## config.mk

```make
export PLATFORM = sky130hd
export DESIGN_NAME = io_crossbar
export DESIGN_NICKNAME = d
export VERILOG_FILES = /design/src/hdl/io_crossbar_pkg.sv /design/src/hdl/io_crossbar.sv
export VERILOG_INCLUDE_DIRS = /design/src /design/src/hdl
export SDC_FILE = /design/constraint.sdc
export NUM_CORES = 1
export LEC_CHECK = 0
export BUFFER_PORTS_ARGS = -buffer_cell sky130_fd_sc_hd__clkbuf_2
export CAP_MARGIN = 25
export CORE_ASPECT_RATIO = 1.1
export CORE_MARGIN = 2
export CORE_UTILIZATION = 38
export CTS_CLUSTER_SIZE = 14
export DETAILED_ROUTE_END_ITERATION = 10
export GPL_ROUTABILITY_DRIVEN = 0
export GPL_TIMING_DRIVEN = 0
export PLACE_DENSITY = 0.75
export SLEW_MARGIN = 30
export SYNTH_ARGS = -nofsm -noshare
export SYNTH_HDL_FRONTEND = slang
export SYNTH_SLANG_ARGS = --single-unit
```

## constraint.sdc

```tcl
create_clock -name clk_sys_i -period 1.88 [get_ports clk_sys_i]
set_input_delay 0.094 -clock clk_sys_i [delete_from_list [all_inputs] [get_ports clk_sys_i]]
set_output_delay 0.094 -clock clk_sys_i [all_outputs]
set_load 0.01 [all_outputs]
```

## src/hdl/io_crossbar_regs.svh

```systemverilog
/*
  Constants for the pin crossbar: pin count, pin positions, request
  masks, feature codes and clock-source codes.
  Assumes it is included once per compile unit by bare name.
*/
`ifndef IO_CROSSBAR_REGS_SVH
`define IO_CROSSBAR_REGS_SVH

`define XBAR_NUM_PINS 7
`define XBAR_NUM_DIG 6

// Requester index, highest priority first
`define REQ_XOSC 0
`define REQ_MASTER 1
`define REQ_SLAVE 2
`define REQ_DEBUG 3
`define REQ_TWO_WIRE 4
`define REQ_PWM 5

// Pin positions on port zero
`define PIN_XTAL_A 0
`define PIN_XTAL_B 1
`define PIN_SCLK 2
`define PIN_MOSI 3
`define PIN_MISO 4
`define PIN_SEL 5
`define PIN_AUX 6

// Digital request and oscillator analog masks, bit n is pin n
`define MASK_XOSC_DIG 7'h02
`define MASK_MASTER 7'h1C
`define MASK_SLAVE 7'h3C
`define MASK_DEBUG 7'h7C
`define MASK_TWO_WIRE 7'h60
`define MASK_PWM 7'h48
`define MASK_XOSC_XTAL 7'h03
`define MASK_XOSC_LOWAMP 7'h02
`define MASK_NONE 7'h00

// Slow clock source field codes
`define LFCLK_CRYSTAL 3'h0
`define LFCLK_LOW_AMP 3'h3
`define LFCLK_DIGITAL 3'h4

// Pad feature codes
`define FEAT_OUT_NORMAL 3'h0
`define FEAT_OUT_HIGH 3'h1
`define FEAT_IN_NOPULL 3'h2
`define FEAT_IN_PULLUP 3'h3
`define FEAT_IN_PULLDOWN 3'h4
`define FEAT_IN_OFF 3'h5

`define ADC_LAST_PIN_CHANNEL 4'h6

`endif

```

## src/hdl/io_crossbar_pkg.sv

```systemverilog
/*
  Types shared by the pin crossbar and its surroundings.
  Assumes io_crossbar_regs.svh is compiled alongside.
*/
package io_crossbar_pkg;

  typedef logic [2:0] feature_t;

  // Drive of the seven pads
  typedef struct packed {
    logic [6:0] out;
    logic [6:0] oe;
    logic [6:0] analog_adc;
    logic [6:0] analog_xosc;
  } pad_ctrl_t;

  // Pin levels handed to on-chip blocks
  typedef struct packed {
    logic master_data_in;
    logic slave_select_n;
    logic slave_data_in;
    logic slave_serial_clock;
    logic debug_data_in;
    logic debug_mode_select;
    logic debug_test_clock;
    logic two_wire_data;
    logic two_wire_clock;
    logic low_freq_clock;
    logic uart_rxd;
    logic ext_int0;
    logic ext_int1;
    logic timer0_in;
  } periph_in_t;

endpackage

```

## src/hdl/io_crossbar.sv

```systemverilog
/*
  Priority pin crossbar for the seven port-zero pins of the small package.
  Routes pins to GPIO by default and to on-chip blocks when they are enabled and granted by priority.
  Assumes all inputs are synchronous to clk_sys_i and that pad buffers and
  analog switches outside act on the registered controls.
*/
`timescale 1ns/1ps
`include "io_crossbar_regs.svh"

module io_crossbar #(
  parameter logic [2:0] ADC_REF_PIN = 3'h2
) (
  input wire logic clk_sys_i,
  input wire logic reset_i,
  input wire logic [6:0] port_data_reg_i,
  input wire logic [6:0] pin_direction_reg_i,
  input wire io_crossbar_pkg::feature_t [6:0] pin_feature_reg_i,
  input wire logic [6:0] pad_in_i,
  input wire logic uart_txd_i,
  input wire logic slow_crystal_osc_en_i,
  input wire logic [2:0] low_freq_clock_cfg_i,
  input wire logic spi_master_en_i,
  input wire logic master_data_out_i,
  input wire logic master_serial_clock_i,
  input wire logic spi_slave_en_i,
  input wire logic program_enable_i,
  input wire logic slave_data_out_i,
  input wire logic debug_en_i,
  input wire logic debug_aux_out_i,
  input wire logic debug_data_out_i,
  input wire logic two_wire_en_i,
  input wire logic two_wire_data_out_i,
  input wire logic two_wire_data_oe_i,
  input wire logic two_wire_clock_out_i,
  input wire logic two_wire_clock_oe_i,
  input wire logic pwm_en_i,
  input wire logic pulse_out_a_i,
  input wire logic pulse_out_b_i,
  input wire logic adc_en_i,
  input wire logic comparator_en_i,
  input wire logic [3:0] adc_channel_select_i,
  input wire logic adc_reference_select_i,
  output io_crossbar_pkg::pad_ctrl_t pad_o,
  output io_crossbar_pkg::feature_t [6:0] pad_feature_o,
  output io_crossbar_pkg::periph_in_t periph_o,
  output logic [6:0] port_data_in_o,
  output logic [5:0] grant_o
);

  // Pin number to one-hot pin mask, zero beyond the last pin
  function automatic logic [6:0] pin_onehot(input logic [3:0] idx);
    pin_onehot = `MASK_NONE;
    if (idx <= `ADC_LAST_PIN_CHANNEL) begin
      pin_onehot[idx[2:0]] = 1'b1;
    end
  endfunction

  logic [5:0] req_en;
  logic [6:0] req_mask [6];
  logic [5:0] grant;
  logic [6:0] xosc_ana;
  logic [6:0] adc_want;
  logic [6:0] adc_ana;
  logic [6:0] in_en;
  io_crossbar_pkg::pad_ctrl_t pad_nxt;
  io_crossbar_pkg::feature_t [6:0] feat_nxt;
  io_crossbar_pkg::periph_in_t periph_nxt;
  logic [6:0] data_in_nxt;

  // Oscillator asks for analog or digital pins per its source field
  always_comb begin
    xosc_ana = `MASK_NONE;
    if (slow_crystal_osc_en_i && low_freq_clock_cfg_i == `LFCLK_CRYSTAL) begin
      xosc_ana = `MASK_XOSC_XTAL;
    end else if (slow_crystal_osc_en_i && low_freq_clock_cfg_i == `LFCLK_LOW_AMP) begin
      xosc_ana = `MASK_XOSC_LOWAMP;
    end
  end

  // Digital requests; the slave set also serves flash loading
  always_comb begin
    req_en[`REQ_XOSC] = slow_crystal_osc_en_i && low_freq_clock_cfg_i == `LFCLK_DIGITAL;
    req_en[`REQ_MASTER] = spi_master_en_i;
    req_en[`REQ_SLAVE] = spi_slave_en_i || program_enable_i;
    req_en[`REQ_DEBUG] = debug_en_i;
    req_en[`REQ_TWO_WIRE] = two_wire_en_i;
    req_en[`REQ_PWM] = pwm_en_i;
    req_mask[`REQ_XOSC] = `MASK_XOSC_DIG;
    req_mask[`REQ_MASTER] = `MASK_MASTER;
    req_mask[`REQ_SLAVE] = `MASK_SLAVE;
    req_mask[`REQ_DEBUG] = `MASK_DEBUG;
    req_mask[`REQ_TWO_WIRE] = `MASK_TWO_WIRE;
    req_mask[`REQ_PWM] = `MASK_PWM;
  end

  // Any enabled higher block touching one pin denies the whole set
  for (genvar k = 0; k < `XBAR_NUM_DIG; k++) begin : g_grant
    logic [6:0] higher;
    always_comb begin
      higher = `MASK_NONE;
      for (int j = 0; j < k; j++) begin
        if (req_en[j]) begin
          higher = higher | req_mask[j];
        end
      end
      higher = higher | ((k > 0) ? xosc_ana : `MASK_NONE);
      grant[k] = req_en[k] && ((higher & req_mask[k]) == `MASK_NONE);
    end
  end

  // Converter and comparator share one analog column and its selects
  always_comb begin
    adc_want = `MASK_NONE;
    if (adc_en_i || comparator_en_i) begin
      adc_want = pin_onehot(adc_channel_select_i);
      if (adc_reference_select_i) begin
        adc_want = adc_want | pin_onehot({1'b0, ADC_REF_PIN});
      end
    end
    adc_ana = adc_want & ~xosc_ana;
  end

  // Direction register bit set means output
  assign in_en = ~pin_direction_reg_i;

  // Pad drive: GPIO first, granted blocks override their own pins only
  always_comb begin
    pad_nxt.out = port_data_reg_i;
    pad_nxt.out[`PIN_SEL] = port_data_reg_i[`PIN_SEL] & uart_txd_i;
    pad_nxt.oe = pin_direction_reg_i;
    feat_nxt = pin_feature_reg_i;
    // Analog switches never touch the digital settings
    pad_nxt.analog_adc = adc_ana;
    pad_nxt.analog_xosc = xosc_ana;
    if (grant[`REQ_PWM]) begin
      pad_nxt.out[`PIN_MOSI] = pulse_out_a_i;
      pad_nxt.oe[`PIN_MOSI] = 1'b1;
      feat_nxt[`PIN_MOSI] = `FEAT_OUT_NORMAL;
      pad_nxt.out[`PIN_AUX] = pulse_out_b_i;
      pad_nxt.oe[`PIN_AUX] = 1'b1;
      feat_nxt[`PIN_AUX] = `FEAT_OUT_NORMAL;
    end
    if (grant[`REQ_TWO_WIRE]) begin
      pad_nxt.out[`PIN_AUX] = two_wire_data_out_i;
      pad_nxt.oe[`PIN_AUX] = two_wire_data_oe_i;
      feat_nxt[`PIN_AUX] = `FEAT_IN_NOPULL;
      pad_nxt.out[`PIN_SEL] = two_wire_clock_out_i;
      pad_nxt.oe[`PIN_SEL] = two_wire_clock_oe_i;
      feat_nxt[`PIN_SEL] = `FEAT_IN_NOPULL;
    end
    if (grant[`REQ_DEBUG]) begin
      pad_nxt.out[`PIN_AUX] = debug_aux_out_i;
      pad_nxt.oe[`PIN_AUX] = 1'b1;
      feat_nxt[`PIN_AUX] = `FEAT_OUT_NORMAL;
      pad_nxt.out[`PIN_SEL] = debug_data_out_i;
      pad_nxt.oe[`PIN_SEL] = 1'b1;
      feat_nxt[`PIN_SEL] = `FEAT_OUT_NORMAL;
      pad_nxt.oe[`PIN_MISO] = 1'b0;
      pad_nxt.oe[`PIN_MOSI] = 1'b0;
      pad_nxt.oe[`PIN_SCLK] = 1'b0;
      feat_nxt[`PIN_MISO] = `FEAT_IN_NOPULL;
      feat_nxt[`PIN_MOSI] = `FEAT_IN_NOPULL;
      feat_nxt[`PIN_SCLK] = `FEAT_IN_NOPULL;
    end
    if (grant[`REQ_SLAVE]) begin
      pad_nxt.oe[`PIN_SEL] = 1'b0;
      feat_nxt[`PIN_SEL] = `FEAT_IN_NOPULL;
      // Shared data-out line must float while unselected
      pad_nxt.out[`PIN_MISO] = slave_data_out_i;
      pad_nxt.oe[`PIN_MISO] = ~pad_in_i[`PIN_SEL];
      feat_nxt[`PIN_MISO] = `FEAT_OUT_NORMAL;
      pad_nxt.oe[`PIN_MOSI] = 1'b0;
      pad_nxt.oe[`PIN_SCLK] = 1'b0;
      feat_nxt[`PIN_MOSI] = `FEAT_IN_NOPULL;
      feat_nxt[`PIN_SCLK] = `FEAT_IN_NOPULL;
    end
    if (grant[`REQ_MASTER]) begin
      pad_nxt.oe[`PIN_MISO] = 1'b0;
      feat_nxt[`PIN_MISO] = `FEAT_IN_NOPULL;
      pad_nxt.out[`PIN_MOSI] = master_data_out_i;
      pad_nxt.oe[`PIN_MOSI] = 1'b1;
      feat_nxt[`PIN_MOSI] = `FEAT_OUT_NORMAL;
      pad_nxt.out[`PIN_SCLK] = master_serial_clock_i;
      pad_nxt.oe[`PIN_SCLK] = 1'b1;
      feat_nxt[`PIN_SCLK] = `FEAT_OUT_NORMAL;
    end
    if (grant[`REQ_XOSC]) begin
      pad_nxt.oe[`PIN_XTAL_B] = 1'b0;
      feat_nxt[`PIN_XTAL_B] = `FEAT_IN_NOPULL;
    end
  end

  // Levels handed inward; idle values keep denied blocks quiet
  always_comb begin
    periph_nxt.master_data_in = grant[`REQ_MASTER] & pad_in_i[`PIN_MISO];
    periph_nxt.slave_select_n = grant[`REQ_SLAVE] ? pad_in_i[`PIN_SEL] : 1'b1;
    periph_nxt.slave_data_in = grant[`REQ_SLAVE] & pad_in_i[`PIN_MOSI];
    periph_nxt.slave_serial_clock = grant[`REQ_SLAVE] & pad_in_i[`PIN_SCLK];
    periph_nxt.debug_data_in = grant[`REQ_DEBUG] & pad_in_i[`PIN_MISO];
    periph_nxt.debug_mode_select = grant[`REQ_DEBUG] & pad_in_i[`PIN_MOSI];
    periph_nxt.debug_test_clock = grant[`REQ_DEBUG] & pad_in_i[`PIN_SCLK];
    // Two-wire lines idle high when not owned
    periph_nxt.two_wire_data = grant[`REQ_TWO_WIRE] ? pad_in_i[`PIN_AUX] : 1'b1;
    periph_nxt.two_wire_clock = grant[`REQ_TWO_WIRE] ? pad_in_i[`PIN_SEL] : 1'b1;
    periph_nxt.low_freq_clock = grant[`REQ_XOSC] & pad_in_i[`PIN_XTAL_B];
    // Receiver idles high when its pin is not an input
    periph_nxt.uart_rxd = pad_in_i[`PIN_AUX] | ~in_en[`PIN_AUX];
    periph_nxt.ext_int0 = pad_in_i[`PIN_XTAL_A] & in_en[`PIN_XTAL_A];
    periph_nxt.ext_int1 = pad_in_i[`PIN_SCLK] & in_en[`PIN_SCLK];
    periph_nxt.timer0_in = pad_in_i[`PIN_MISO] & in_en[`PIN_MISO];
    data_in_nxt = pad_in_i & in_en;
  end

  // Pad controls; reset leaves every pin a plain digital input
  always_ff @(posedge clk_sys_i or posedge reset_i) begin
    if (reset_i) begin
      pad_o <= '0;
      for (int p = 0; p < `XBAR_NUM_PINS; p++) begin
        pad_feature_o[p] <= `FEAT_IN_NOPULL;
      end
    end else begin
      pad_o <= pad_nxt;
      pad_feature_o <= feat_nxt;
    end
  end

  // Inward levels and grant status; re-evaluated every cycle
  always_ff @(posedge clk_sys_i or posedge reset_i) begin
    if (reset_i) begin
      periph_o <= '0;
      periph_o.slave_select_n <= 1'b1;
      periph_o.two_wire_data <= 1'b1;
      periph_o.two_wire_clock <= 1'b1;
      periph_o.uart_rxd <= 1'b1;
      port_data_in_o <= '0;
      grant_o <= '0;
    end else begin
      periph_o <= periph_nxt;
      port_data_in_o <= data_in_nxt;
      grant_o <= grant;
    end
  end

  AST_RESET_INPUT: assert property (@(posedge clk_sys_i)
    reset_i |-> (pad_o.oe == '0 && pad_o.analog_adc == '0 && pad_feature_o[0] == `FEAT_IN_NOPULL))
    else $error("pins not inputs during reset");

  AST_MASTER_PINS: assert property (@(posedge clk_sys_i) disable iff (reset_i)
    spi_master_en_i |=> (pad_o.oe[`PIN_SCLK] && pad_o.oe[`PIN_MOSI] && !pad_o.oe[`PIN_MISO]
      && pad_o.out[`PIN_MOSI] == $past(master_data_out_i)))
    else $error("enabled master not given its pins");

  AST_SLAVE_NONE: assert property (@(posedge clk_sys_i) disable iff (reset_i)
    (spi_master_en_i && spi_slave_en_i) |=>
      (pad_o.oe[`PIN_SEL] == $past(pin_direction_reg_i[`PIN_SEL]) && periph_o.slave_select_n && !grant_o[2]))
    else $error("denied slave kept part of its pins");

  AST_DEBUG_DENIED: assert property (@(posedge clk_sys_i) disable iff (reset_i)
    (debug_en_i && program_enable_i && !spi_master_en_i && !slow_crystal_osc_en_i) |=>
      (grant_o[2] && !grant_o[3] && pad_o.oe[`PIN_AUX] == $past(pin_direction_reg_i[`PIN_AUX])))
    else $error("debug won over flash loading");

  AST_ANALOG_SELECTED: assert property (@(posedge clk_sys_i) disable iff (reset_i)
    (comparator_en_i && !slow_crystal_osc_en_i && !adc_reference_select_i) |=>
      pad_o.analog_adc == pin_onehot($past(adc_channel_select_i)))
    else $error("analog switch set on unselected pin");

  AST_ANALOG_PRIO: assert property (@(posedge clk_sys_i) disable iff (reset_i)
    (slow_crystal_osc_en_i && low_freq_clock_cfg_i == `LFCLK_CRYSTAL && adc_en_i) |=>
      (pad_o.analog_adc[`PIN_XTAL_A] == 1'b0 && pad_o.analog_xosc[`PIN_XTAL_B]))
    else $error("converter took crystal pin");

  AST_ANALOG_KEEPS: assert property (@(posedge clk_sys_i) disable iff (reset_i)
    (adc_en_i && req_en == '0) |=>
      (pad_o.oe == $past(pin_direction_reg_i) && pad_feature_o == $past(pin_feature_reg_i)))
    else $error("analog use altered digital setup");

  AST_SLAVE_TRISTATE: assert property (@(posedge clk_sys_i) disable iff (reset_i)
    (spi_slave_en_i && !spi_master_en_i && !slow_crystal_osc_en_i) |=>
      (pad_o.oe[`PIN_MISO] == !$past(pad_in_i[`PIN_SEL])))
    else $error("slave data-out driven while unselected");

  AST_TXD_AND: assert property (@(posedge clk_sys_i) disable iff (reset_i)
    (req_en == '0 && xosc_ana == '0) |=>
      (pad_o.out[`PIN_SEL] == ($past(port_data_reg_i[`PIN_SEL]) & $past(uart_txd_i))))
    else $error("shared output not ANDed");

  // Idle crossbar hands every pin back to the GPIO registers
  AST_IDLE_GPIO: assert property (@(posedge clk_sys_i) disable iff (reset_i)
    (req_en == '0) |=>
      (pad_o.oe == $past(pin_direction_reg_i) && pad_feature_o == $past(pin_feature_reg_i) && grant_o == '0
      && pad_o.out[`PIN_AUX] == $past(port_data_reg_i[`PIN_AUX])))
    else $error("idle pins left GPIO control");

  AST_RXD_FANOUT: assert property (@(posedge clk_sys_i) disable iff (reset_i)
    !pin_direction_reg_i[`PIN_AUX] |=> (periph_o.uart_rxd == $past(pad_in_i[`PIN_AUX])))
    else $error("receiver not fed from its input pin");

  AST_INPUT_FANOUT: assert property (@(posedge clk_sys_i) disable iff (reset_i)
    !pin_direction_reg_i[`PIN_MISO] |=>
      (periph_o.timer0_in == $past(pad_in_i[`PIN_MISO]) && port_data_in_o[`PIN_MISO] == $past(pad_in_i[`PIN_MISO])))
    else $error("input level not fanned out to both users");

  AST_OUTPUT_GATED: assert property (@(posedge clk_sys_i) disable iff (reset_i)
    pin_direction_reg_i[`PIN_XTAL_A] |=> (!periph_o.ext_int0 && !port_data_in_o[`PIN_XTAL_A]))
    else $error("output pin leaked into input users");

  // Flash loading borrows the slave pin set; only the master outranks it
  AST_FLASH_LOAD: assert property (@(posedge clk_sys_i) disable iff (reset_i)
    !spi_master_en_i |=> (grant_o[`REQ_SLAVE] == $past(spi_slave_en_i || program_enable_i)))
    else $error("flash pin set not tied to programming enable");

  AST_XOSC_LOWAMP: assert property (@(posedge clk_sys_i) disable iff (reset_i)
    (slow_crystal_osc_en_i && low_freq_clock_cfg_i == `LFCLK_LOW_AMP) |=>
      (pad_o.analog_xosc == `MASK_XOSC_LOWAMP && !grant_o[`REQ_XOSC]))
    else $error("low-amplitude source not on analog pin");

  AST_XOSC_DIGITAL: assert property (@(posedge clk_sys_i) disable iff (reset_i)
    (slow_crystal_osc_en_i && low_freq_clock_cfg_i == `LFCLK_DIGITAL) |=>
      (grant_o[`REQ_XOSC] && pad_o.analog_xosc == `MASK_NONE && !pad_o.oe[`PIN_XTAL_B]))
    else $error("digital clock source not granted its pin");

  AST_DENIED_GPIO: assert property (@(posedge clk_sys_i) disable iff (reset_i)
    (spi_master_en_i && pwm_en_i && !two_wire_en_i) |=>
      (!grant_o[`REQ_PWM] && pad_o.oe[`PIN_AUX] == $past(pin_direction_reg_i[`PIN_AUX])))
    else $error("denied block kept its free pin");

  AST_CONVERTER_RANGE: assert property (@(posedge clk_sys_i) disable iff (reset_i)
    (adc_en_i && !adc_reference_select_i && adc_channel_select_i > `ADC_LAST_PIN_CHANNEL) |=>
      (pad_o.analog_adc == `MASK_NONE))
    else $error("channel beyond the pins switched a pad");

  AST_COMPARATOR_REF: assert property (@(posedge clk_sys_i) disable iff (reset_i)
    (comparator_en_i && !adc_en_i && !slow_crystal_osc_en_i && adc_reference_select_i
      && adc_channel_select_i > `ADC_LAST_PIN_CHANNEL) |=> (pad_o.analog_adc == pin_onehot({1'b0, ADC_REF_PIN})))
    else $error("comparator ignored converter reference select");

  AST_PWM_PINS: assert property (@(posedge clk_sys_i) disable iff (reset_i)
    (pwm_en_i && req_en[`REQ_TWO_WIRE:`REQ_MASTER] == 4'h0) |=>
      (pad_o.oe[`PIN_MOSI] && pad_o.oe[`PIN_AUX] && pad_o.out[`PIN_MOSI] == $past(pulse_out_a_i)
      && pad_o.out[`PIN_AUX] == $past(pulse_out_b_i)))
    else $error("free pulse outputs not on their pins");

  AST_SLAVE_INPUTS: assert property (@(posedge clk_sys_i) disable iff (reset_i)
    (spi_slave_en_i && !spi_master_en_i) |=>
      (periph_o.slave_data_in == $past(pad_in_i[`PIN_MOSI])
      && periph_o.slave_serial_clock == $past(pad_in_i[`PIN_SCLK])))
    else $error("slave inputs not taken from their pins");

  // A driven output and an analog tap on one pad must both stand
  AST_ANALOG_COEXIST: assert property (@(posedge clk_sys_i) disable iff (reset_i)
    (spi_master_en_i && adc_en_i && !slow_crystal_osc_en_i && !adc_reference_select_i) |=>
      (pad_o.oe[`PIN_MOSI] && pad_o.analog_adc == pin_onehot($past(adc_channel_select_i))))
    else $error("analog tap blocked by digital use");

endmodule // io_crossbar

```

* Word-level counts from Yosys, hierarchy flattened
Cells that the tools add are included. W data, S select, Z words.
Word-level totals: bits in registers 71, latch bits 0, RAM bits 0, ROM bits 0, input bits 73, output and inout bits 76, word-level logic and storage cells 106, memories 0
Cells by class: $add $sub $neg 0, multiply operators 0, div/mod/pow operators 0, magnitude comparators 3, equal/unequal tests 2, shift operators 0, muxes and demuxes 35, bitwise gates (word level) 22, reductions and logical operators 17
Operator list (number):
- $logic_not A7 Y1 | 4
- $mux W7 | 4
- $mux W15 | 1
- $mux W3 | 5
- $and A7 B7 Y7 | 2
- $mux W2 | 7
- $or A7 B2 Y7 | 2
- $mux W12 | 1
- $mux W6 | 2
- $and A1 B1 Y1 | 11
- $mux W1 | 10
- $mux W5 | 2
- $logic_and A1 B1 Y1 | 9
- $mux W9 | 1
- $logic_not A7 Y1 const A | 1
- $not A2 Y7 | 1
- $not A7 Y7 | 1
- $or A6 B2 Y6 | 1
- $or A5 B2 Y5 | 1
- $le A4 B3 Y1 const B | 1
- $lt A3 B4 Y1 const B | 1
- $mux W4 | 1
- $demux W1 S3 | 1
- $eq A3 B2 Y1 const B | 1
- 6 further kinds | 8

* Logic depth before layout (Yosys ltp)
Gate-level depths: netlist of run 1.
word-level depth 15, mapped depth 5

* Worst setup path after synthesis of run 1
No wires, ideal clock.
kind input port to flip-flop, from in program_enable_i, to reg pad_o[24] (netlist bit), library setup time 0.126 ns, arrival 1.045 ns, setup slack 0.709 ns, stages on the path 5, buffers on the path 1, path through nor4_4 and3_1 buf_4 nor3b_1 a221o_1
RTL lines:
- start, declared | RTL line io_crossbar.sv:26 | input wire logic program_enable_i,
- end signal, assigned | RTL line io_crossbar.sv:222 | pad_o <= pad_nxt;
- end, declared | RTL line io_crossbar.sv:43 | output io_crossbar_pkg::pad_ctrl_t pad_o,

==> impl_results.md, run 1 <==
* Mapped Cells at around 180
* Power Dens Cells at 786 mW/mm^2
* Htree depth at 3
* Vias in the first global route at 2098
* Post-synthesis sequential area ratio at 0.712
* Slew margin rel. at 0.495
* GRT Residual Overflow at 0
* Vias at between 2000 and 2500
* Most common library cell in the layout ignoring fill and taps: clkbuf_2
* Number of antenna diodes at 0
* Power Total at 3.19 mW
* Setup-failing EPs final at 0
* Crit. End Element: register
* Synth top area cells: dfrtp_1, dfstp_2, nor2b_1
* Netlist area before placement at 0.00241 mm^2
* Status: finished, final reports clean
* Final Hold Viols at 0
* Yosys warns at 0
* Fin crit period at about 1700 ps
* Boundary pin count at 149
* Share of cells above drive strength 1 at 0.461
* Post-CTS setup buffers at 0
* CTS root buffer: clkbuf_8
* TritonCTS clock tree: yes
* Drt pass-1 iters at 3
* Most frequent cells in the layout: clkbuf_2, dlygate4sd3_1, dfrtp_1
* First-pass GRT wire length at 9780 um
* DR vias/cell at 4.33
* Worst hold path type: input port to register
* Crit Path Category: input port to register
* Max Fclk at 576 MHz
* Core ar. at 0.00616 mm^2
* Clk slew on worst S/H paths at 70 ps
* Chip Width at 79.9 um
* Ys flop type: dfrtp_1
* #FFs+latches synth at 68
* Leak at ~2.2 nW
* Clk sinks at 68
* Post-route DRC at 0
* Synth async-reset ratio at 1.00
* Fin. max-slew vios at 0
* VDD IR max at approximately 0.6 mV
* ANT nets after route at 0
* Nets at 474
* Initial drt markers at 28
* I/O Buffers at 143
* DP HPWL at 4340 um
* Cell variety after synth at 32
* Die Area at ~0.0070 mm^2
* Placed insts at 411
* Final Cycle Share at 0.923
* Crit start category: input port
* Actual slew at the worst max-slew pin at 754 ps
* Syn Area/Cell at 13.2 um^2
* Post-synth EDFFs at 0
* Routed WL at 6220 um
* Starting Density at 0.391
* Max-Cap Viols at 0
* Synth top area share at 0.592
* Critical path peak fanout at 10
* Worst hold slack at 28.2 ps
* Non-filler cells, final at just under 500
* Max Root-Sink Buffers at 2
* Required @ worst endpoint at 2100 ps
* Fin util at 0.659
* Fillers at 471
* CTS Buf Count at 9
* Worst Hold Depth at 2
* Gr usage total at 0.187
* DP Worst Slack at 260 ps
* WL per Instance at 12.8 um
* RSZ-0062 raised after global routing: false
* Die H at 87.5 um
* Post-cts resize count at 0
* Worst Setup Slack, final at between 100 and 150 ps
* Largest area contributor in the netlist: dfrtp_1
* Critical Path AT at 1950 ps
* Initial antenna violation count at 0
* Area growth syn-to-layout at 68.4%
* Site Rows at 30
* Largest net degree at the start of global routing at 36
[per-stage QoR]
stage / setup TNS, ps / cell area [um^2]
floorplan: 0 / 2420
global placement: -32620 / 3240
detailed placement: 0 / 3260
CTS: 0 / 4060
global route: 0 / 4060
finish: 0 / 4060
[logic make-up after synthesis]
group / after synthesis / synth area share
flops: 68 / 0.712
xor+xnor: 1 / 0.00364
compound gates: 17 / 0.0473
mux: 2 / 0.00935
other cells: 1 / 0.00156
buf+inv: 15 / 0.0379
simple gates: 79 / 0.188
[worst max-delay path, cell delays in order]
cell           delay, ps
dlygate4sd3_1        520
clkbuf_2             180
buf_2                270
mux2_1               340
dlygate4sd3_1        550
[cell usage after synthesis (3+ instances only)]
cell type and count:
dfrtp_1 57, nor2_1 16, nor2b_1 15, and2_1 12, dfstp_2 11, buf_4 9, nand2_1 9, nand2b_1 7
nor3_1 5, a21oi_1 4, and3_1 4, inv_1 4, a21o_1 3, o21ai_0 3
[sequential cells by signal, summed over array words and instances, names as in the netlist]
signal and flops:
pad_o 23, pad_feature_o 21, periph_o 11, port_data_in_o 7
grant_o 6
[area by class of cell]
type / instances / area (um^2) / area share
clock inverters: 4 / 47.5 / 0.0117
clock buffers: 12 / 155 / 0.0383
flip-flops and latches: 68 / 1720 / 0.423
repair buffers: 203 / 1330 / 0.327
well taps: 80 / 100 / 0.0247
multi-input cells: 104 / 617 / 0.152
plain buffers: 10 / 72.6 / 0.0179
inverters: 5 / 21.3 / 0.00525
[power by group]
| part | internal [mW] | switching (mW) | leakage, nW |
|---|---|---|---|
| logic | 0.239 | 0.207 | 1.22 |
| registers | 1.54 | 0.0189 | 0.848 |
| clock network | 0.681 | 0.502 | 0.102 |
[what timing repair did]
item | CTS | global route
hold buffers | 59 | 0
setup endpoints to repair | 0 | 0
hold endpoints to repair | 82 | 0
[layer usage]
| metal | up-vias | share of wire | track usage |
|---|---|---|---|
| li1 | 1025 | - | - |
| met1 | 967 | 0.37 | 0.203 |
| met2 | 104 | 0.53 | 0.336 |
| met3 | 8 | 0.085 | 0.0591 |
| met4 | 0 | 0.013 | 0.0817 |
| met5 | - | 0 | 0 |
[worst paths after layout]
kind | startpoint | end | slack, ps
min in group asynchronous | reset_i | grant_o[2] | 320
max in group asynchronous | reset_i | periph_o[6] | 980
min | pin_feature_reg_i[5] | pad_feature_o[5] | 30
max | spi_master_en_i | pad_o[23] | 140
No activity file was read; power rests on OpenSTA's default activity.
==> run 2, diff against run 1 <==
--- a/config.mk
+++ b/config.mk
@@ -6,6 +6,7 @@
 export SDC_FILE = /design/constraint.sdc
 export NUM_CORES = 1
 export LEC_CHECK = 0
+export ABC_AREA = 1
 export BUFFER_PORTS_ARGS = -buffer_cell sky130_fd_sc_hd__clkbuf_2
 export CAP_MARGIN = 25
 export CORE_ASPECT_RATIO = 1.1
==> run 2 against run 1 <==
Against the previous run: routed wire length increased by 3.7%; maximum frequency decreased by 1.3%; combinational power increased by 2%; cell count increased by 7.2%; setup slack got worse by 23 ps; global-route usage increased by 0.36 points; worst hold slack got worse by 12 ps; sequential power about the same; clock power increased by 20%; critical path type unchanged; critical endpoint is now pad_o[26]; largest power group unchanged; highest routed layer unchanged.
==> impl_results.md, run 2 <==
* Status: finished, final reports clean (unchanged)
* Switching Fraction at 0.227 (was 0.228)
* Internal power at 2.65 mW (was 2.46 mW)
* Top reg by flops: pad_o (unchanged)
* Routed WL at 6450 um (was 6220 um)
* Largest regs: pad_o (23), pad_feature_o (21), periph_o (11) (unchanged)
* CTS root buffer: clkbuf_8 (unchanged)
* TritonCTS clock tree: yes (unchanged)
* Starting Density at 0.395 (was 0.391)
* Placed insts at 451 (was 411)
* Mapped Cells at 223 (was 183)
* Boundary pin count at 149 (unchanged)
* Crit. End Element: register (unchanged)
* Synth async-reset ratio at 1.00 (unchanged)
* Synth top area share at 0.579 (was 0.592)
* Critical path peak fanout at 10 (unchanged)
* Htree depth at 3 (unchanged)
* DP HPWL at 4600 um (was 4340 um)
* Worst Setup Slack, final at 122 ps (was 145 ps)
* Placed inst area at 0.00332 mm^2 (was 0.00326 mm^2)
* Largest net degree at the start of global routing at 41 (was 36)
* Hold path start: pad_in_i[2] (was pin_feature_reg_i[5])
* First-pass GRT wire length at 10100 um (was 9780 um)
* Initial drt markers at 72 (was 28)
* GRT Residual Overflow at 0 (unchanged)
* Reg power frac at 0.454 (was 0.489)
* Largest area contributor in the netlist: dfrtp_1 (unchanged)
* ANT nets after route at 0 (unchanged)
* Synth top area cells: dfrtp_1, dfstp_2, nand2_1 (was dfrtp_1, dfstp_2, nor2b_1)
* VDD IR max at 0.483 mV (was 0.590 mV)
* Power Total at 3.43 mW (was 3.19 mW)
* Nets at 509 (was 474)
* Clk sinks at 68 (unchanged)
* Design Area, Final at 0.00410 mm^2 (was 0.00406 mm^2)
* Syn Area/Cell at 11.0 um^2 (was 13.2 um^2)
* CTS Buf Count at 9 (unchanged)
* Fin crit period at 1760 ps (was 1740 ps)
* Share of cells above drive strength 1 at 0.442 (was 0.461)
* Non-filler cells, final at 521 (was 486)
* Hold Path Sink: port_data_in_o[2] (was pad_feature_o[5])
* Critical Path AT at 1970 ps (was 1950 ps)
* WL per Instance at 12.4 um (was 12.8 um)
* Die Area at 0.00714 mm^2 (was 0.00699 mm^2)
* Vias at 2242 (was 2104)
* Most frequent cells in the layout: clkbuf_2, dfrtp_1, dlygate4sd3_1 (was clkbuf_2, dlygate4sd3_1, dfrtp_1)
* Cell variety after synth at 26 (was 32)
* Area growth syn-to-layout at 66.4% (was 68.4%)
* Setup-failing EPs final at 0 (unchanged)
* Site Rows at 30 (unchanged)
* Final Hold Viols at 0 (unchanged)
* Gr usage total at 0.191 (was 0.187)
* DR vias/cell at 4.30 (was 4.33)
* Clock power frac at 0.413 (was 0.371)
* Vias in the first global route at 2255 (was 2098)
* Crit Path Category: input port to register (unchanged)
* Die H at 88.4 um (was 87.5 um)
* Fin. max-slew vios at 0 (unchanged)
* Post-synthesis sequential area ratio at 0.697 (was 0.712)
* NetSw at 0.780 mW (was 0.728 mW)
* Clk slew on worst S/H paths at 70 ps (about the same)
* Most common library cell in the layout ignoring fill and taps: clkbuf_2 (unchanged)
* Setup TNS at 0 ps (unchanged)
* DP Worst Slack at 799 ps (was 260 ps)
* I/O Buffers at 143 (unchanged)
* Max Fclk at 569 MHz (was 576 MHz)
* Worst hold slack at 16.5 ps (was 28.2 ps)
* RSZ-0062 raised after global routing: false (unchanged)
* Worst Hold Depth at 3 (was 2)
* Post-route DRC at 0 (unchanged)
* Worst hold path type: input port to register (unchanged)
* Fin util at 0.657 (was 0.659)
* Yosys warns at 0 (unchanged)
* Core ar. at 0.00623 mm^2 (was 0.00616 mm^2)
* Crit start category: input port (unchanged)
* Max-Cap Viols at 0 (unchanged)
* Initial antenna violation count at 0 (unchanged)
* Count leader, synth: dfrtp_1 (unchanged)
* Netlist area before placement at 0.00246 mm^2 (was 0.00241 mm^2)
* Post-synth EDFFs at 0 (unchanged)
* Power Dens Cells at 838 mW/mm^2 (was 786 mW/mm^2)
* Required @ worst endpoint at 2090 ps (was 2100 ps)
* Chip Width at 80.8 um (was 79.9 um)
* Ys flop type: dfrtp_1 (unchanged)
* Final Cycle Share at 0.935 (was 0.923)
* Number of antenna diodes at 0 (unchanged)
* #FFs+latches synth at 68 (unchanged)
* Commonest cells in the netlist: dfrtp_1, nand2_1, nor2_1 (was dfrtp_1, nor2_1, nor2b_1)
* Logic pwr share at 0.132 (was 0.140)
* Leak at 2.32 nW (was 2.17 nW)
* Max Root-Sink Buffers at 2 (unchanged)
* Max reg flops at 23 (unchanged)
* Drt pass-1 iters at 4 (was 3)
[run 2: changes by cell type after synthesis, moves of 7 or more]
cell,change
nor2_1,+16
inv_1,+27
nand2b_1,-7
nand2_1,+32
and2_1,-12
nand3_1,+9
nor2b_1,-15
[run 2: logic make-up after synthesis]
kind of cell	Yosys count	share of synthesized area
simple gates	99	0.192
buf+inv	44	0.0849
compound gates	11	0.0249
other cells	1	0.00152
flops	68	0.697
[run 2: power by group through the flow]
stage / Sequential [mW] / Combinational (mW) / Clock (mW)
6_report: 1.56 / 0.454 / 1.42
5_1_grt: 1.57 / 0.507 / 1.51
4_1_cts: 1.56 / 0.457 / 1.45
3_3_place_gp: 1.58 / 0.352 / 0
3_5_place_dp: 1.59 / 0.366 / 0
2_1_floorplan: 1.62 / 0.132 / 0
[run 2: worst max-delay path, cell delays in order]
cell	delay (ps)
dlygate4sd3_1	530
clkbuf_2	170
inv_4	140
nand3_2	120
buf_4	200
nand4_1	100
nand3_1	70
dlygate4sd3_1	550
[run 2: final cells by class]
cell class                      count  area [um^2]
Fill cell                         516         2130
Sequential cell                    68         1720
Timing Repair Buffer              198         1280
Multi-Input combinational cell    115          553
Inverter                           34          133
Clock buffer                       10          128
Clock inverter                      6          113
Tap cell                           80          100
Buffer                             10         78.8
[run 2: worst max-delay path by stage]
| stage | from | endpoint | slack [ps] |
|---|---|---|---|
| finish | spi_master_en_i | pad_o[26] | 120 |
| global placement | reset_i | pad_feature_o[17] | -600 |
| CTS | spi_master_en_i | pad_o[26] | 130 |
| global route | spi_master_en_i | pad_o[26] | 30 |
| detailed placement | two_wire_en_i | pad_o[27] | 800 |
| floorplan | reset_i | grant_o[0] | 90 |
[run 2: repair_timing]
| action | 4_1_cts | 5_1_grt |
|---|---|---|
| hold endpoints to repair | 74 | 0 |
| hold buffers | 54 | 0 |
| buffers inserted | 0 | 0 |
| endpoints found under the setup margin | 0 | 0 |
| resized for setup | 0 | 0 |
[run 2: routing by layer]
layer / up-vias / GRT usage / wire, um
met5: - / 0 / 0
met2: 104 / 0.342 / 3350
met1: 1036 / 0.214 / 2500
met4: 0 / 0.100 / 111
li1: 1090 / - / -
met3: 12 / 0.0408 / 489
